--- src/hdl/dhs_map.svh ---
// dhs_map.svh: offsets, field positions and timing counts for the loop control block
// assumes inclusion by bare name from the loop control and pretimer modules
`ifndef DHS_MAP_SVH
`define DHS_MAP_SVH

`define DHS_CLK_HZ          20000000
`define DHS_MS_CYCLES       (`DHS_CLK_HZ / 1000)
`define DHS_PSL_W           16
`define DHS_PSL_UNLIMITED   16'h0000
`define DHS_FREQ_W          32
`define DHS_PHASE_W         32
`define DHS_BW_W            8
`define DHS_BW_MAX          8'hFF
`define DHS_PRE_MS_W        8
// quick-lock option bit positions
`define DHS_QL_FSNAP        0
`define DHS_QL_PSNAP        1
`define DHS_QL_PULLIN       2
`define DHS_QL_WIDE         3
`define DHS_QL_PREACQ       4
// state selection: bit0 initial acquire, bit1 reacquire
`define DHS_SEL_ACQ         0
`define DHS_SEL_REC         1
`define DHS_MEAS_WAIT       16'h0040

`endif

--- src/hdl/dhs_pkg.sv ---
// dhs_pkg.sv: types shared by the loop control block
// assumes dhs_map.svh holds the numeric constants
package dhs_pkg;
	typedef enum logic [2:0] {
		DHS_FREE     = 3'b000,
		DHS_ACQUIRE  = 3'b001,
		DHS_LOCKED   = 3'b010,
		DHS_HOLDOVER = 3'b011,
		DHS_HITLESS  = 3'b100,
		DHS_REACQ    = 3'b101
	} dhs_state_t;

	typedef enum logic [2:0] {
		DHS_QL_NONE  = 3'b000,
		DHS_QL_F     = 3'b001,
		DHS_QL_P     = 3'b010,
		DHS_QL_PULL  = 3'b011,
		DHS_QL_PRE   = 3'b100,
		DHS_QL_W     = 3'b101
	} dhs_ql_t;
endpackage

--- src/hdl/dhs_slew_if.sv ---
// dhs_slew_if.sv: signals between loop controller and its rate limiter
// assumes one clock shared by both ends
`timescale 1ns/1ps
`default_nettype none
interface dhs_slew_if #(parameter int W = 32);
	logic         load;
	logic [W-1:0] target;
	logic [15:0]  step;
	logic         unlimited;
	logic [W-1:0] value;
	logic         settled;
	modport ctrl (output load, output target, output step, output unlimited, input value, input settled);
	modport lim  (input load, input target, input step, input unlimited, output value, output settled);
endinterface
`default_nettype wire

--- src/hdl/dhs_loop_ctrl.sv ---
// dhs_loop_ctrl.sv: per-loop control for hitless switching, slope and offset limits, quick lock
// assumes reference selection, lock detection and phase measurement come from outside as ports
`timescale 1ns/1ps
`default_nettype none
`include "dhs_map.svh"
module dhs_loop_ctrl #(
	parameter int FW        = `DHS_FREQ_W,
	parameter int PW        = `DHS_PHASE_W,
	parameter int MS_CYCLES = `DHS_MS_CYCLES,
	parameter int SEC_CYC   = `DHS_CLK_HZ
) (
	input  wire logic                     i_clk,
	input  wire logic                     i_sys_rst,
	input  wire logic                     i_hitless_switch_en,
	input  wire logic                     i_hitless_type2,
	input  wire logic [`DHS_PSL_W-1:0]    i_slope_limit_field,
	input  wire logic                     i_phase_slope_limit_en,
	input  wire logic [FW-1:0]            i_offset_range_field,
	input  wire logic [4:0]               i_quick_lock_options,
	input  wire logic [9:0]               i_quick_lock_state_sel,
	input  wire logic [`DHS_PSL_W-1:0]    i_quick_lock_slope_field,
	input  wire logic [`DHS_BW_W-1:0]     i_quick_lock_bandwidth_field,
	input  wire logic [`DHS_PSL_W-1:0]    i_quick_lock_freq_slope_field,
	input  wire logic                     i_freq_slope_cap_en,
	input  wire logic [`DHS_PRE_MS_W-1:0] i_preacq_ms,
	input  wire logic [`DHS_BW_W-1:0]     i_normal_bandwidth,
	input  wire logic                     i_any_ref_valid,
	input  wire logic [3:0]               i_ref_sel,
	input  wire logic                     i_lock_det,
	input  wire logic                     i_meas_valid,
	input  wire logic [PW-1:0]            i_meas_phase,
	input  wire logic [FW-1:0]            i_meas_freq,
	input  wire logic [FW-1:0]            i_loop_freq,
	output logic                          o_holdover_alarm,
	output logic                          o_holdover,
	output logic                          o_hitless_pulse,
	output logic                          o_sat_phase_shift,
	output logic [PW-1:0]                 o_pd_zero,
	output logic [FW-1:0]                 o_fod_freq,
	output logic                          o_fod_write,
	output logic [PW-1:0]                 o_phase_step,
	output logic                          o_phase_step_en,
	output logic                          o_pd_lpf_bypass,
	output logic [`DHS_BW_W-1:0]          o_bandwidth,
	output logic [`DHS_PSL_W-1:0]         o_psl_active,
	output logic                          o_psl_active_en,
	output logic [2:0]                    o_state,
	output logic [2:0]                    o_ql_method
);
	import dhs_pkg::*;

	dhs_state_t state_q, state_d;
	dhs_ql_t    ql_q, ql_d;
	logic [3:0]    ref_q;
	logic          acq_kind_q;
	logic [PW-1:0] zero_q;
	logic [FW-1:0] fod_q;
	logic          fod_wr_q;
	logic [PW-1:0] pstep_q;
	logic          pstep_q_en;
	logic          hit_q;
	logic [31:0]   sec_q;
	logic          rate_tick;

	dhs_slew_if #(.W(FW)) fslew ();

	// clamp the request symmetrically to +/- range
	function automatic logic [FW-1:0] clamp_off(input logic [FW-1:0] v, input logic [FW-1:0] lim);
		logic [FW-1:0] neg;
		neg = -lim;
		if ($signed(v) > $signed(lim))
			clamp_off = lim;
		else if ($signed(v) < $signed(neg))
			clamp_off = neg;
		else
			clamp_off = v;
	endfunction

	function automatic logic method_on(input logic [4:0] opt, input logic [9:0] sel, input int idx, input logic rec);
		method_on = opt[idx] && sel[2*idx + (rec ? 1 : 0)];
	endfunction

	// decode of triggers
	logic ref_changed;
	logic hit_from_lock;
	logic hit_from_ho;
	logic rec_kind;
	logic m_f;
	logic m_p;
	logic m_pull;
	logic m_w;
	logic m_pre;
	logic pre_busy;
	logic pre_start;
	logic [FW-1:0] freq_err;
	logic [FW-1:0] freq_tgt;

	assign ref_changed   = (i_ref_sel != ref_q);
	assign hit_from_lock = i_hitless_switch_en && state_q == DHS_LOCKED && ref_changed && i_any_ref_valid;
	assign hit_from_ho   = i_hitless_switch_en && state_q == DHS_HOLDOVER && i_any_ref_valid;
	assign rec_kind      = acq_kind_q;
	assign m_f    = method_on(i_quick_lock_options, i_quick_lock_state_sel, `DHS_QL_FSNAP, rec_kind);
	assign m_p    = method_on(i_quick_lock_options, i_quick_lock_state_sel, `DHS_QL_PSNAP, rec_kind);
	assign m_pull = method_on(i_quick_lock_options, i_quick_lock_state_sel, `DHS_QL_PULLIN, rec_kind);
	assign m_w    = method_on(i_quick_lock_options, i_quick_lock_state_sel, `DHS_QL_WIDE, rec_kind);
	assign m_pre  = i_quick_lock_options[`DHS_QL_PREACQ] && !rec_kind;
	assign freq_err = i_meas_freq - i_loop_freq;
	assign freq_tgt = clamp_off(i_loop_freq + freq_err, i_offset_range_field);
	assign rate_tick = (sec_q == 32'(SEC_CYC - 1));

	// precedence order, psnap shadows pull-in so the two never run together
	always_comb begin
		ql_d = DHS_QL_NONE;
		if (state_q == DHS_ACQUIRE || state_q == DHS_REACQ) begin
			case (ql_q)
				DHS_QL_NONE: begin
					if (m_f)                            ql_d = DHS_QL_F;
					else if (m_p)                       ql_d = DHS_QL_P;
					else if (m_pull)                    ql_d = DHS_QL_PULL;
					else if (m_pre)                     ql_d = DHS_QL_PRE;
					else if (m_w)                       ql_d = DHS_QL_W;
					else                                ql_d = DHS_QL_NONE;
				end
				DHS_QL_F:    ql_d = (i_meas_valid && fslew.settled) ? (m_p ? DHS_QL_P : m_pull ? DHS_QL_PULL :
				                    m_pre ? DHS_QL_PRE : m_w ? DHS_QL_W : DHS_QL_F) : DHS_QL_F;
				DHS_QL_P:    ql_d = i_meas_valid ? (m_pre ? DHS_QL_PRE : m_w ? DHS_QL_W : DHS_QL_P) : DHS_QL_P;
				DHS_QL_PULL: ql_d = i_lock_det ? (m_pre ? DHS_QL_PRE : m_w ? DHS_QL_W : DHS_QL_PULL) : DHS_QL_PULL;
				DHS_QL_PRE:  ql_d = pre_busy ? DHS_QL_PRE : (m_w ? DHS_QL_W : DHS_QL_PRE);
				DHS_QL_W:    ql_d = DHS_QL_W;
				default:     ql_d = DHS_QL_NONE;
			endcase
		end
	end

	assign pre_start = (ql_q != DHS_QL_PRE) && (ql_d == DHS_QL_PRE);

	// lock seen during pull-in only ends the pull; later relaxing steps still run before lock is declared
	logic pull_more;
	assign pull_more = (ql_q == DHS_QL_PULL) && (m_pre || m_w);

	always_comb begin
		state_d = state_q;
		case (state_q)
			DHS_FREE:     state_d = i_any_ref_valid ? DHS_ACQUIRE : DHS_HOLDOVER;
			DHS_ACQUIRE,
			DHS_REACQ:    state_d = !i_any_ref_valid ? DHS_HOLDOVER :
			                        ((i_lock_det && !pull_more) ? DHS_LOCKED : state_q);
			DHS_LOCKED: begin
				if (!i_any_ref_valid)   state_d = DHS_HOLDOVER;
				else if (hit_from_lock) state_d = DHS_HITLESS;
				else if (ref_changed)   state_d = DHS_REACQ;
			end
			DHS_HOLDOVER: begin
				if (hit_from_ho)          state_d = DHS_HITLESS;
				else if (i_any_ref_valid) state_d = DHS_REACQ;
			end
			// temporary holdover: measure start offset then track
			DHS_HITLESS:  state_d = !i_any_ref_valid ? DHS_HOLDOVER : (i_meas_valid ? DHS_LOCKED : DHS_HITLESS);
			default:      state_d = DHS_FREE;
		endcase
	end

	always_ff @(posedge i_clk or posedge i_sys_rst) begin
		if (i_sys_rst) begin
			state_q    <= DHS_FREE;
			ql_q       <= DHS_QL_NONE;
			ref_q      <= 4'h0;
			acq_kind_q <= 1'b0;
			sec_q      <= 32'h0;
		end else begin
			state_q <= state_d;
			ql_q    <= ql_d;
			ref_q   <= i_ref_sel;
			sec_q   <= rate_tick ? 32'h0 : sec_q + 32'h1;
			if (state_q == DHS_LOCKED || state_q == DHS_HOLDOVER)
				acq_kind_q <= 1'b1; // after first lock or holdover, later acquisitions are reacquire
		end
	end

	// zero point, snaps and event pulse
	always_ff @(posedge i_clk or posedge i_sys_rst) begin
		if (i_sys_rst) begin
			zero_q     <= '0;
			fod_q      <= '0;
			fod_wr_q   <= 1'b0;
			pstep_q    <= '0;
			pstep_q_en <= 1'b0;
			hit_q      <= 1'b0;
		end else begin
			hit_q      <= (state_q != DHS_HITLESS) && (state_d == DHS_HITLESS);
			fod_wr_q   <= (ql_q == DHS_QL_F) || (state_q == DHS_HOLDOVER);
			fod_q      <= clamp_off(fslew.value, i_offset_range_field);
			pstep_q_en <= (ql_q == DHS_QL_P) && i_meas_valid;
			if ((ql_q == DHS_QL_P) && i_meas_valid)
				pstep_q <= i_meas_phase;
			if (state_q == DHS_HITLESS && i_meas_valid)
				zero_q <= i_meas_phase;
			else if (state_q == DHS_ACQUIRE || state_q == DHS_REACQ)
				zero_q <= '0;
		end
	end

	// snap target is the clamped measured frequency, otherwise the loop's own
	assign fslew.target    = (ql_q == DHS_QL_F) ? freq_tgt : clamp_off(i_loop_freq, i_offset_range_field);
	assign fslew.load      = (ql_q != DHS_QL_F);
	assign fslew.step      = i_quick_lock_freq_slope_field;
	assign fslew.unlimited = !i_freq_slope_cap_en;

	dhs_slew #(.W(FW)) u_fslew (
		.i_clk     (i_clk),
		.i_sys_rst (i_sys_rst),
		.i_tick    (rate_tick),
		.s         (fslew)
	);

	dhs_pretimer #(.MS_CYCLES(MS_CYCLES)) u_pre (
		.i_clk     (i_clk),
		.i_sys_rst (i_sys_rst),
		.i_start   (pre_start),
		.i_ms      (i_preacq_ms),
		.o_busy    (pre_busy),
		.o_tick    ()
	);

	// relaxed limits apply during the pre-acquisition and wide steps of acquisition; normal ones return on lock, the pre-acquisition bandwidth one cycle later
	logic relaxing;
	assign relaxing = (ql_q == DHS_QL_W || ql_q == DHS_QL_PRE) && (state_q == DHS_ACQUIRE || state_q == DHS_REACQ);

	assign o_bandwidth = (ql_q == DHS_QL_PRE) ? `DHS_BW_MAX :
	                     relaxing ? i_quick_lock_bandwidth_field : i_normal_bandwidth;
	// zero field means unlimited: loop bandwidth alone bounds the phase rate
	assign o_psl_active    = relaxing ? i_quick_lock_slope_field : i_slope_limit_field;
	assign o_psl_active_en = i_phase_slope_limit_en && (o_psl_active != `DHS_PSL_UNLIMITED);

	assign o_holdover        = (state_q == DHS_HOLDOVER) || (state_q == DHS_HITLESS);
	assign o_holdover_alarm  = (state_q == DHS_HOLDOVER);
	assign o_hitless_pulse   = hit_q;
	// type two leaves satellite outputs a small random step; flagged per event
	assign o_sat_phase_shift = hit_q && i_hitless_type2;
	// type one keeps zero tied to new reference frequency via the measured offset
	assign o_pd_zero         = i_hitless_type2 ? zero_q : zero_q + PW'(freq_err);
	assign o_fod_freq        = fod_q;
	assign o_fod_write       = fod_wr_q;
	assign o_phase_step      = pstep_q;
	assign o_phase_step_en   = pstep_q_en;
	assign o_pd_lpf_bypass   = (ql_q == DHS_QL_PULL);
	assign o_state           = state_q;
	assign o_ql_method       = ql_q;
endmodule
`default_nettype wire

--- src/hdl/dhs_pretimer.sv ---
// dhs_pretimer.sv: millisecond countdown for the wide-open pre-acquisition step
// assumes a 20 MHz clock; ms length is a parameter for short simulations
`timescale 1ns/1ps
`default_nettype none
`include "dhs_map.svh"
module dhs_pretimer #(
	parameter int MS_CYCLES = `DHS_MS_CYCLES
) (
	input  wire logic                     i_clk,
	input  wire logic                     i_sys_rst,
	input  wire logic                     i_start,
	input  wire logic [`DHS_PRE_MS_W-1:0] i_ms,
	output logic                          o_busy,
	output logic                          o_tick
);
	logic [31:0]              cyc_q;
	logic [`DHS_PRE_MS_W-1:0] ms_q;
	logic                     ms_end;

	assign ms_end = (cyc_q == 32'(MS_CYCLES - 1));
	assign o_busy = (ms_q != '0);
	assign o_tick = ms_end;

	always_ff @(posedge i_clk or posedge i_sys_rst) begin
		if (i_sys_rst) begin
			cyc_q <= '0;
			ms_q  <= '0;
		end else if (i_start) begin
			cyc_q <= '0;
			ms_q  <= i_ms;
		end else begin
			cyc_q <= ms_end ? 32'h0 : cyc_q + 32'h1;
			if (o_busy && ms_end)
				ms_q <= ms_q - 1'b1;
		end
	end
endmodule
`default_nettype wire

--- src/hdl/dhs_slew.sv ---
// dhs_slew.sv: moves a value toward a target by at most step per tick
// assumes tick pacing is applied by the caller via step units
`timescale 1ns/1ps
`default_nettype none
module dhs_slew #(
	parameter int W = 32
) (
	input  wire logic i_clk,
	input  wire logic i_sys_rst,
	input  wire logic i_tick,
	dhs_slew_if.lim   s
);
	logic [W-1:0] val_q;
	logic [W-1:0] diff_up;
	logic [W-1:0] diff_dn;
	logic         above;
	logic [W-1:0] step_w;

	assign above   = $signed(s.target) > $signed(val_q);
	assign diff_up = s.target - val_q;
	assign diff_dn = val_q - s.target;
	assign step_w  = {{(W-16){1'b0}}, s.step};
	assign s.value   = val_q;
	assign s.settled = (val_q == s.target);

	always_ff @(posedge i_clk or posedge i_sys_rst) begin
		if (i_sys_rst) begin
			val_q <= '0;
		end else if (s.load || s.unlimited) begin
			val_q <= s.target;
		end else if (i_tick && above) begin
			val_q <= (diff_up > step_w) ? val_q + step_w : s.target;
		end else if (i_tick && !s.settled) begin
			val_q <= (diff_dn > step_w) ? val_q - step_w : s.target;
		end
	end
endmodule
`default_nettype wire

--- config.mk ---
export PLATFORM = sky130hd
export DESIGN_NAME = dhs_loop_ctrl
export DESIGN_NICKNAME = d
export VERILOG_FILES = /design/src/hdl/dhs_pkg.sv /design/src/hdl/dhs_slew_if.sv /design/src/hdl/dhs_loop_ctrl.sv /design/src/hdl/dhs_pretimer.sv /design/src/hdl/dhs_slew.sv
export VERILOG_INCLUDE_DIRS = /design/src /design/src/hdl
export SDC_FILE = /design/constraint.sdc
export NUM_CORES = 1
export LEC_CHECK = 0
export BUFFER_PORTS_ARGS = -buffer_cell sky130_fd_sc_hd__buf_2
export CAP_MARGIN = 40
export CELL_PAD_IN_SITES_DETAIL_PLACEMENT = 1
export CELL_PAD_IN_SITES_GLOBAL_PLACEMENT = 1
export CORE_MARGIN = 4
export CORE_UTILIZATION = 48
export DETAILED_ROUTE_END_ITERATION = 7
export PLACE_DENSITY = 0.91
export REMOVE_ABC_BUFFERS = 1
export SLEW_MARGIN = 20
export SYNTH_ARGS = -nofsm -noshare
export SYNTH_HDL_FRONTEND = slang
export SYNTH_SLANG_ARGS = --single-unit
--- constraint.sdc ---
create_clock -name i_clk -period 14.8 [get_ports i_clk]
set_input_delay 2.96 -clock i_clk [delete_from_list [all_inputs] [get_ports i_clk]]
set_output_delay 2.96 -clock i_clk [all_outputs]
set_load 0.02 [all_outputs]
==> results.json, run 1 <==
{
  "synth_most_common_cell": "nand2_1",
  "numPortBuffers": 359,
  "grt_pass1_vias": 50560,
  "die_h_um": 251.6,
  "tool.error": "[ERROR GRT-0116] Global routing finished with congestion. Check the congestion regions in the DRC Viewer.",
  "syn_area_per_cell_um2": 7.572,
  "synthCells": 3761,
  "std_cell_rows": 89,
  "haltStage": "global routing (5_1_grt)",
  "async_flop_share_pct": 100.0,
  "die_w_um": 251.6,
  "cts-root-buf": "clkbuf_16",
  "synth_edf_count": 0,
  "ys_types": 100,
  "synth_area_leaders": "dfrtp_1 (19%), ha_1 (18%), xnor2_1 (5.9%)",
  "ys_ff_latch": 214,
  "dpl_worst_slack_ns": -2.642,
  "cts_sinks": 214,
  "synth.top_cells.by_count": "nand2_1 (420), ha_1 (409), a21oi_1 (332)",
  "synthFlopType": "dfrtp_1",
  "numCtsBuffers": 27,
  "gr-total-overflow": 81,
  "grt_usage_pct": 78.15,
  "status": "did not finish",
  "yosys_warnings": 0,
  "cts-htree-levels": 1,
  "seq_area_frac_synth_pct": 18.80,
  "pin_count": 362,
  "cts_buffer_depth": 3,
  "synth_top_area_share_pct": 18.80,
  "syn_area_mm2": 0.02848,
  "dpl.hpwl_um": 112400,
  "start_util_pct": 48.34,
  "place_congestion": 1.023,
  "yosys.area.top_type": "dfrtp_1",
  "grt_start_max_net_pins": 76,
  "grt_pass1_wl_um": 368400
}
stage by stage:
stage | area (µm²) | cells | hold WS (ns) | util, %
global placement | 34450 | 5236 | 0.4580 | 58.48
floorplan | 27900 | 3610 | 0.4434 | -
detailed placement | 34520 | 5239 | 0.4620 | 58.60
CTS | 36890 | 5345 | 0.5039 | 62.62
metal layers:
layer	overflow	track usage [%]
met3	16	71.62
met4	32	78.63
met5	5	46.17
met1	3	74.05
met2	25	91.08
timing repair:
item	4_1_cts
setup buffers	53
pin swaps	117
cloned	5
gates resized for setup	244
setup endpoints to repair	75
hold buffers	0
kinds of logic after synthesis:
family                     after synthesis  synth area share [%]
buffers and inverters                  403                 5.364
adders and majority gates              415                 18.39
xor gates and xnor gates               269                 8.273
DFF                                    214                 18.80
and+or+nand+nor                       1283                 21.50
AOI/OAI and AO/OA                     1093                 24.52
muxes                                   84                 3.150
==> inputs of run 2 (changes only) <==
CELL_PAD_IN_SITES_DETAIL_PLACEMENT = default   (was 1)
CELL_PAD_IN_SITES_GLOBAL_PLACEMENT = default   (was 1)
CORE_UTILIZATION = 35   (was 48)
PLACE_DENSITY = default   (was 0.91)
PLACE_DENSITY_LB_ADDON = 0.15   (was default)
==> run 2 against run 1 <==
Net effect: the flow now finishes without violations; area after synthesis unchanged; synthesized cell count did not move.
==> results.json, run 2 <==
{
  "synthXorXnorAreaFrac_pct": 8.273,
  "route.final.wire_length_um": 113800,
  "critPathMaxStageDelay_ns": 0.47,
  "die_h_um": 293.3,
  "core_mm2": 0.08055,
  "finalMaxSlewViolations": 0,
  "synthCells": 3761,
  "first_iter_violations": 2016,
  "grt_start_max_net_pins": 91,
  "wl_per_cell_um": 19.82,
  "path_class": "primary input to flip-flop",
  "async_flop_share_pct": 100.0,
  "p_total_mw": 8.062,
  "fin_nets": 5289,
  "hold_class": "flip-flop to flip-flop",
  "tritoncts": "built",
  "cts_buffer_depth": 3,
  "pwr-share-seq_pct": 12.1,
  "powerDensity_mw_per_mm2": 209.8,
  "hold_end": "sec_q[31]",
  "grt_pass1_wl_um": 170700,
  "worst_slack_ns": 0.3065,
  "final_cell_mix": "buf_4 (606), nand2_1 (400), ha_1 (396)",
  "crit_buf_inv": 8,
  "hp-start": "sec_q[31]",
  "path_delay_family": "compound AO/OA/AOI/OAI gates",
  "seq_area_frac_synth_pct": 18.80,
  "netSwitchingFraction_pct": 49.30,
  "clk_latency_ns": 0.62,
  "r2r_cells": 37,
  "post-route-drc-count": 0,
  "ys_ff_latch": 214,
  "cp.required_ns": 15.29,
  "yosys.area.top_type": "dfrtp_1",
  "vias": 30990,
  "n_fill_cell": 8126,
  "syn_area_per_cell_um2": 7.572,
  "cts-root-buf": "clkbuf_16",
  "min_period_ns": 14.49,
  "synth-compound-area-share_pct": 24.52,
  "drv_cap": 0,
  "synthSimpleGateAreaFrac_pct": 21.50,
  "synthFlopType": "dfrtp_1",
  "dpl.hpwl_um": 92470,
  "rsz0062_at_grt": "true",
  "drive_above_1_share_pct": 28.40,
  "max_freq_ghz": 0.06900,
  "p_sw_mw": 3.975,
  "fin_setup_tns_ns": 0,
  "synthToLayoutAreaGrowth_pct": 34.94,
  "antenna_left": 0,
  "synth_most_common_cell": "nand2_1",
  "grt_usage_pct": 24.93,
  "ir_drop_mv": 0.1185,
  "min_path_cells": 1,
  "arrival_ns": 14.99,
  "clock_power_share_pct": 9.4,
  "hold_violations": 0,
  "power.internal_mw": 4.087,
  "path_clk_slew_ns": 0.08,
  "die_area_mm2": 0.08600,
  "dpl_worst_slack_ns": -2.009,
  "pin_count": 362,
  "setup_viol": 0,
  "leakagePower_nw": 18.56,
  "cts_sinks": 214,
  "whs_ns": 0.4655,
  "slew_headroom_pct": 41.31,
  "antenna_found_initial": 27,
  "r2r_end": "u_fslew.s.value[21]",
  "vias_per_cell": 5.400,
  "yosys_warnings": 0,
  "r2r-start": "o_ql_method[2]",
  "die_w_um": 293.3,
  "status": "finished clean",
  "cp-start-kind": "primary input",
  "crit_slowest_cell": "or4b_4",
  "combPwrFrac_pct": 78.5,
  "finClkSkew_ns": 0.02059,
  "period_share_pct": 97.93,
  "gr-total-overflow": 0,
  "worst_path_most_repeated_cell": "a21o_1",
  "numCtsBuffers": 29,
  "synth-adder-area-share_pct": 18.39,
  "r2r_slack_ns": 7.48,
  "synth_top_family_by_area": "compound AO/OA/AOI/OAI gates",
  "grt_pass1_vias": 29690,
  "layout_commonest_cell": "buf_4",
  "place_congestion": 0.9404,
  "synth_edf_count": 0,
  "start_util_pct": 35.36,
  "synth_area_leaders": "dfrtp_1 (19%), ha_1 (18%), xnor2_1 (5.9%)",
  "ys_types": 100,
  "syn_area_mm2": 0.02848,
  "cp-end-kind": "flip-flop",
  "crit_path_max_fanout": 4,
  "worst_pin_slew_ns": 0.8712,
  "cts-htree-levels": 1,
  "post-route-util_pct": 47.71,
  "synth.top_cells.by_count": "nand2_1 (420), ha_1 (409), a21oi_1 (332)",
  "first_pass_iters": 8,
  "std_cell_rows": 104,
  "synth_top_area_share_pct": 18.80,
  "numPortBuffers": 359,
  "muxShareOfSynthArea_pct": 3.150
}
-- run 2: cell counts after synthesis --
Identical to the previous run, type by type.
-- run 2: cell families (layout without fill, tap and decap cells) --
family | after synthesis | in the layout
adders and majority gates | 415 | 415
AOI/OAI and AO/OA | 1093 | 1093
DFF | 214 | 214
buffers and inverters | 403 | 1311
other | 0 | 10
xor gates and xnor gates | 269 | 269
and+or+nand+nor | 1283 | 1283
muxes | 84 | 84
-- run 2: through the flow --
stage | std cells | area (µm²)
final | 5739 | 38430
after global routing | 5731 | 38410
after CTS | 5703 | 37190
after detailed placement | 5630 | 35720
after global placement | 5624 | 35590
after floorplan | 3610 | 27900
-- run 2: worst max path at each step --
stage | startpoint | to | slack (ns) | depth (start not counted)
after floorplan | i_meas_freq[0] | u_fslew.s.value[21] | -1.91 | 60
after detailed placement | i_meas_freq[0] | u_fslew.s.value[13] | -2.01 | 73
final | i_meas_freq[0] | u_fslew.s.value[21] | 0.31 | 69
after global routing | i_meas_freq[0] | u_fslew.s.value[17] | -0.30 | 69
after global placement | i_meas_freq[0] | u_fslew.s.value[13] | -2.00 | 73
after CTS | i_meas_freq[0] | u_fslew.s.value[8] | -0.03 | 71
-- run 2: repair_timing --
action / 4_1_cts / 5_1_grt
pin swaps: 66 / 156
buffers inserted: 19 / 27
gates cloned: 1 / 5
hold endpoints to repair: 0 / 0
setup endpoints to repair: 32 / 32
resized for setup: 94 / 212
hold buffers: 0 / 0
-- run 2: power by group through the flow --
| stage | combinational [mW] | clock (mW) | sequential, mW |
|---|---|---|---|
| floorplan | 3.27 | 0 | 1.02 |
| global placement | 5.81 | 0 | 0.974 |
| detailed placement | 5.85 | 0 | 0.976 |
| CTS | 6.01 | 0.778 | 0.968 |
| global route | 6.90 | 0.805 | 0.994 |
| finish | 6.33 | 0.759 | 0.972 |
-- run 2: cell type report --
cell class	instances	area [µm²]	share of cell area, %
diodes	10	25.02	0.06512
clock buffers	37	785.8	2.045
clock inverters	17	226.5	0.5893
inverters	252	960.9	2.501
multi-input cells	3144	22720	59.12
flip-flops and latches	214	5355	13.94
well taps	1060	1326	3.451
repair buffers	1005	7032	18.30
-- run 2: worst reg2reg max path: cells and delay by family, from the launching register on --
family / cells / cell delay (ns)
AOI/OAI and AO/OA: 19 / 3.04
xor gates and xnor gates: 1 / 0.16
adders and majority gates: 3 / 0.66
buffers and inverters: 3 / 0.61
DFF: 1 / 0.50
and+or+nand+nor: 11 / 2.24
-- run 2: routing by layer --
layer  global-route usage, %  wire, µm
met5                       0       165
met4                   5.697      2839
met3                   4.452      7641
met2                   42.15     53130
met1                   33.21     49980
No activity file was read; power rests on OpenSTA's default activity.
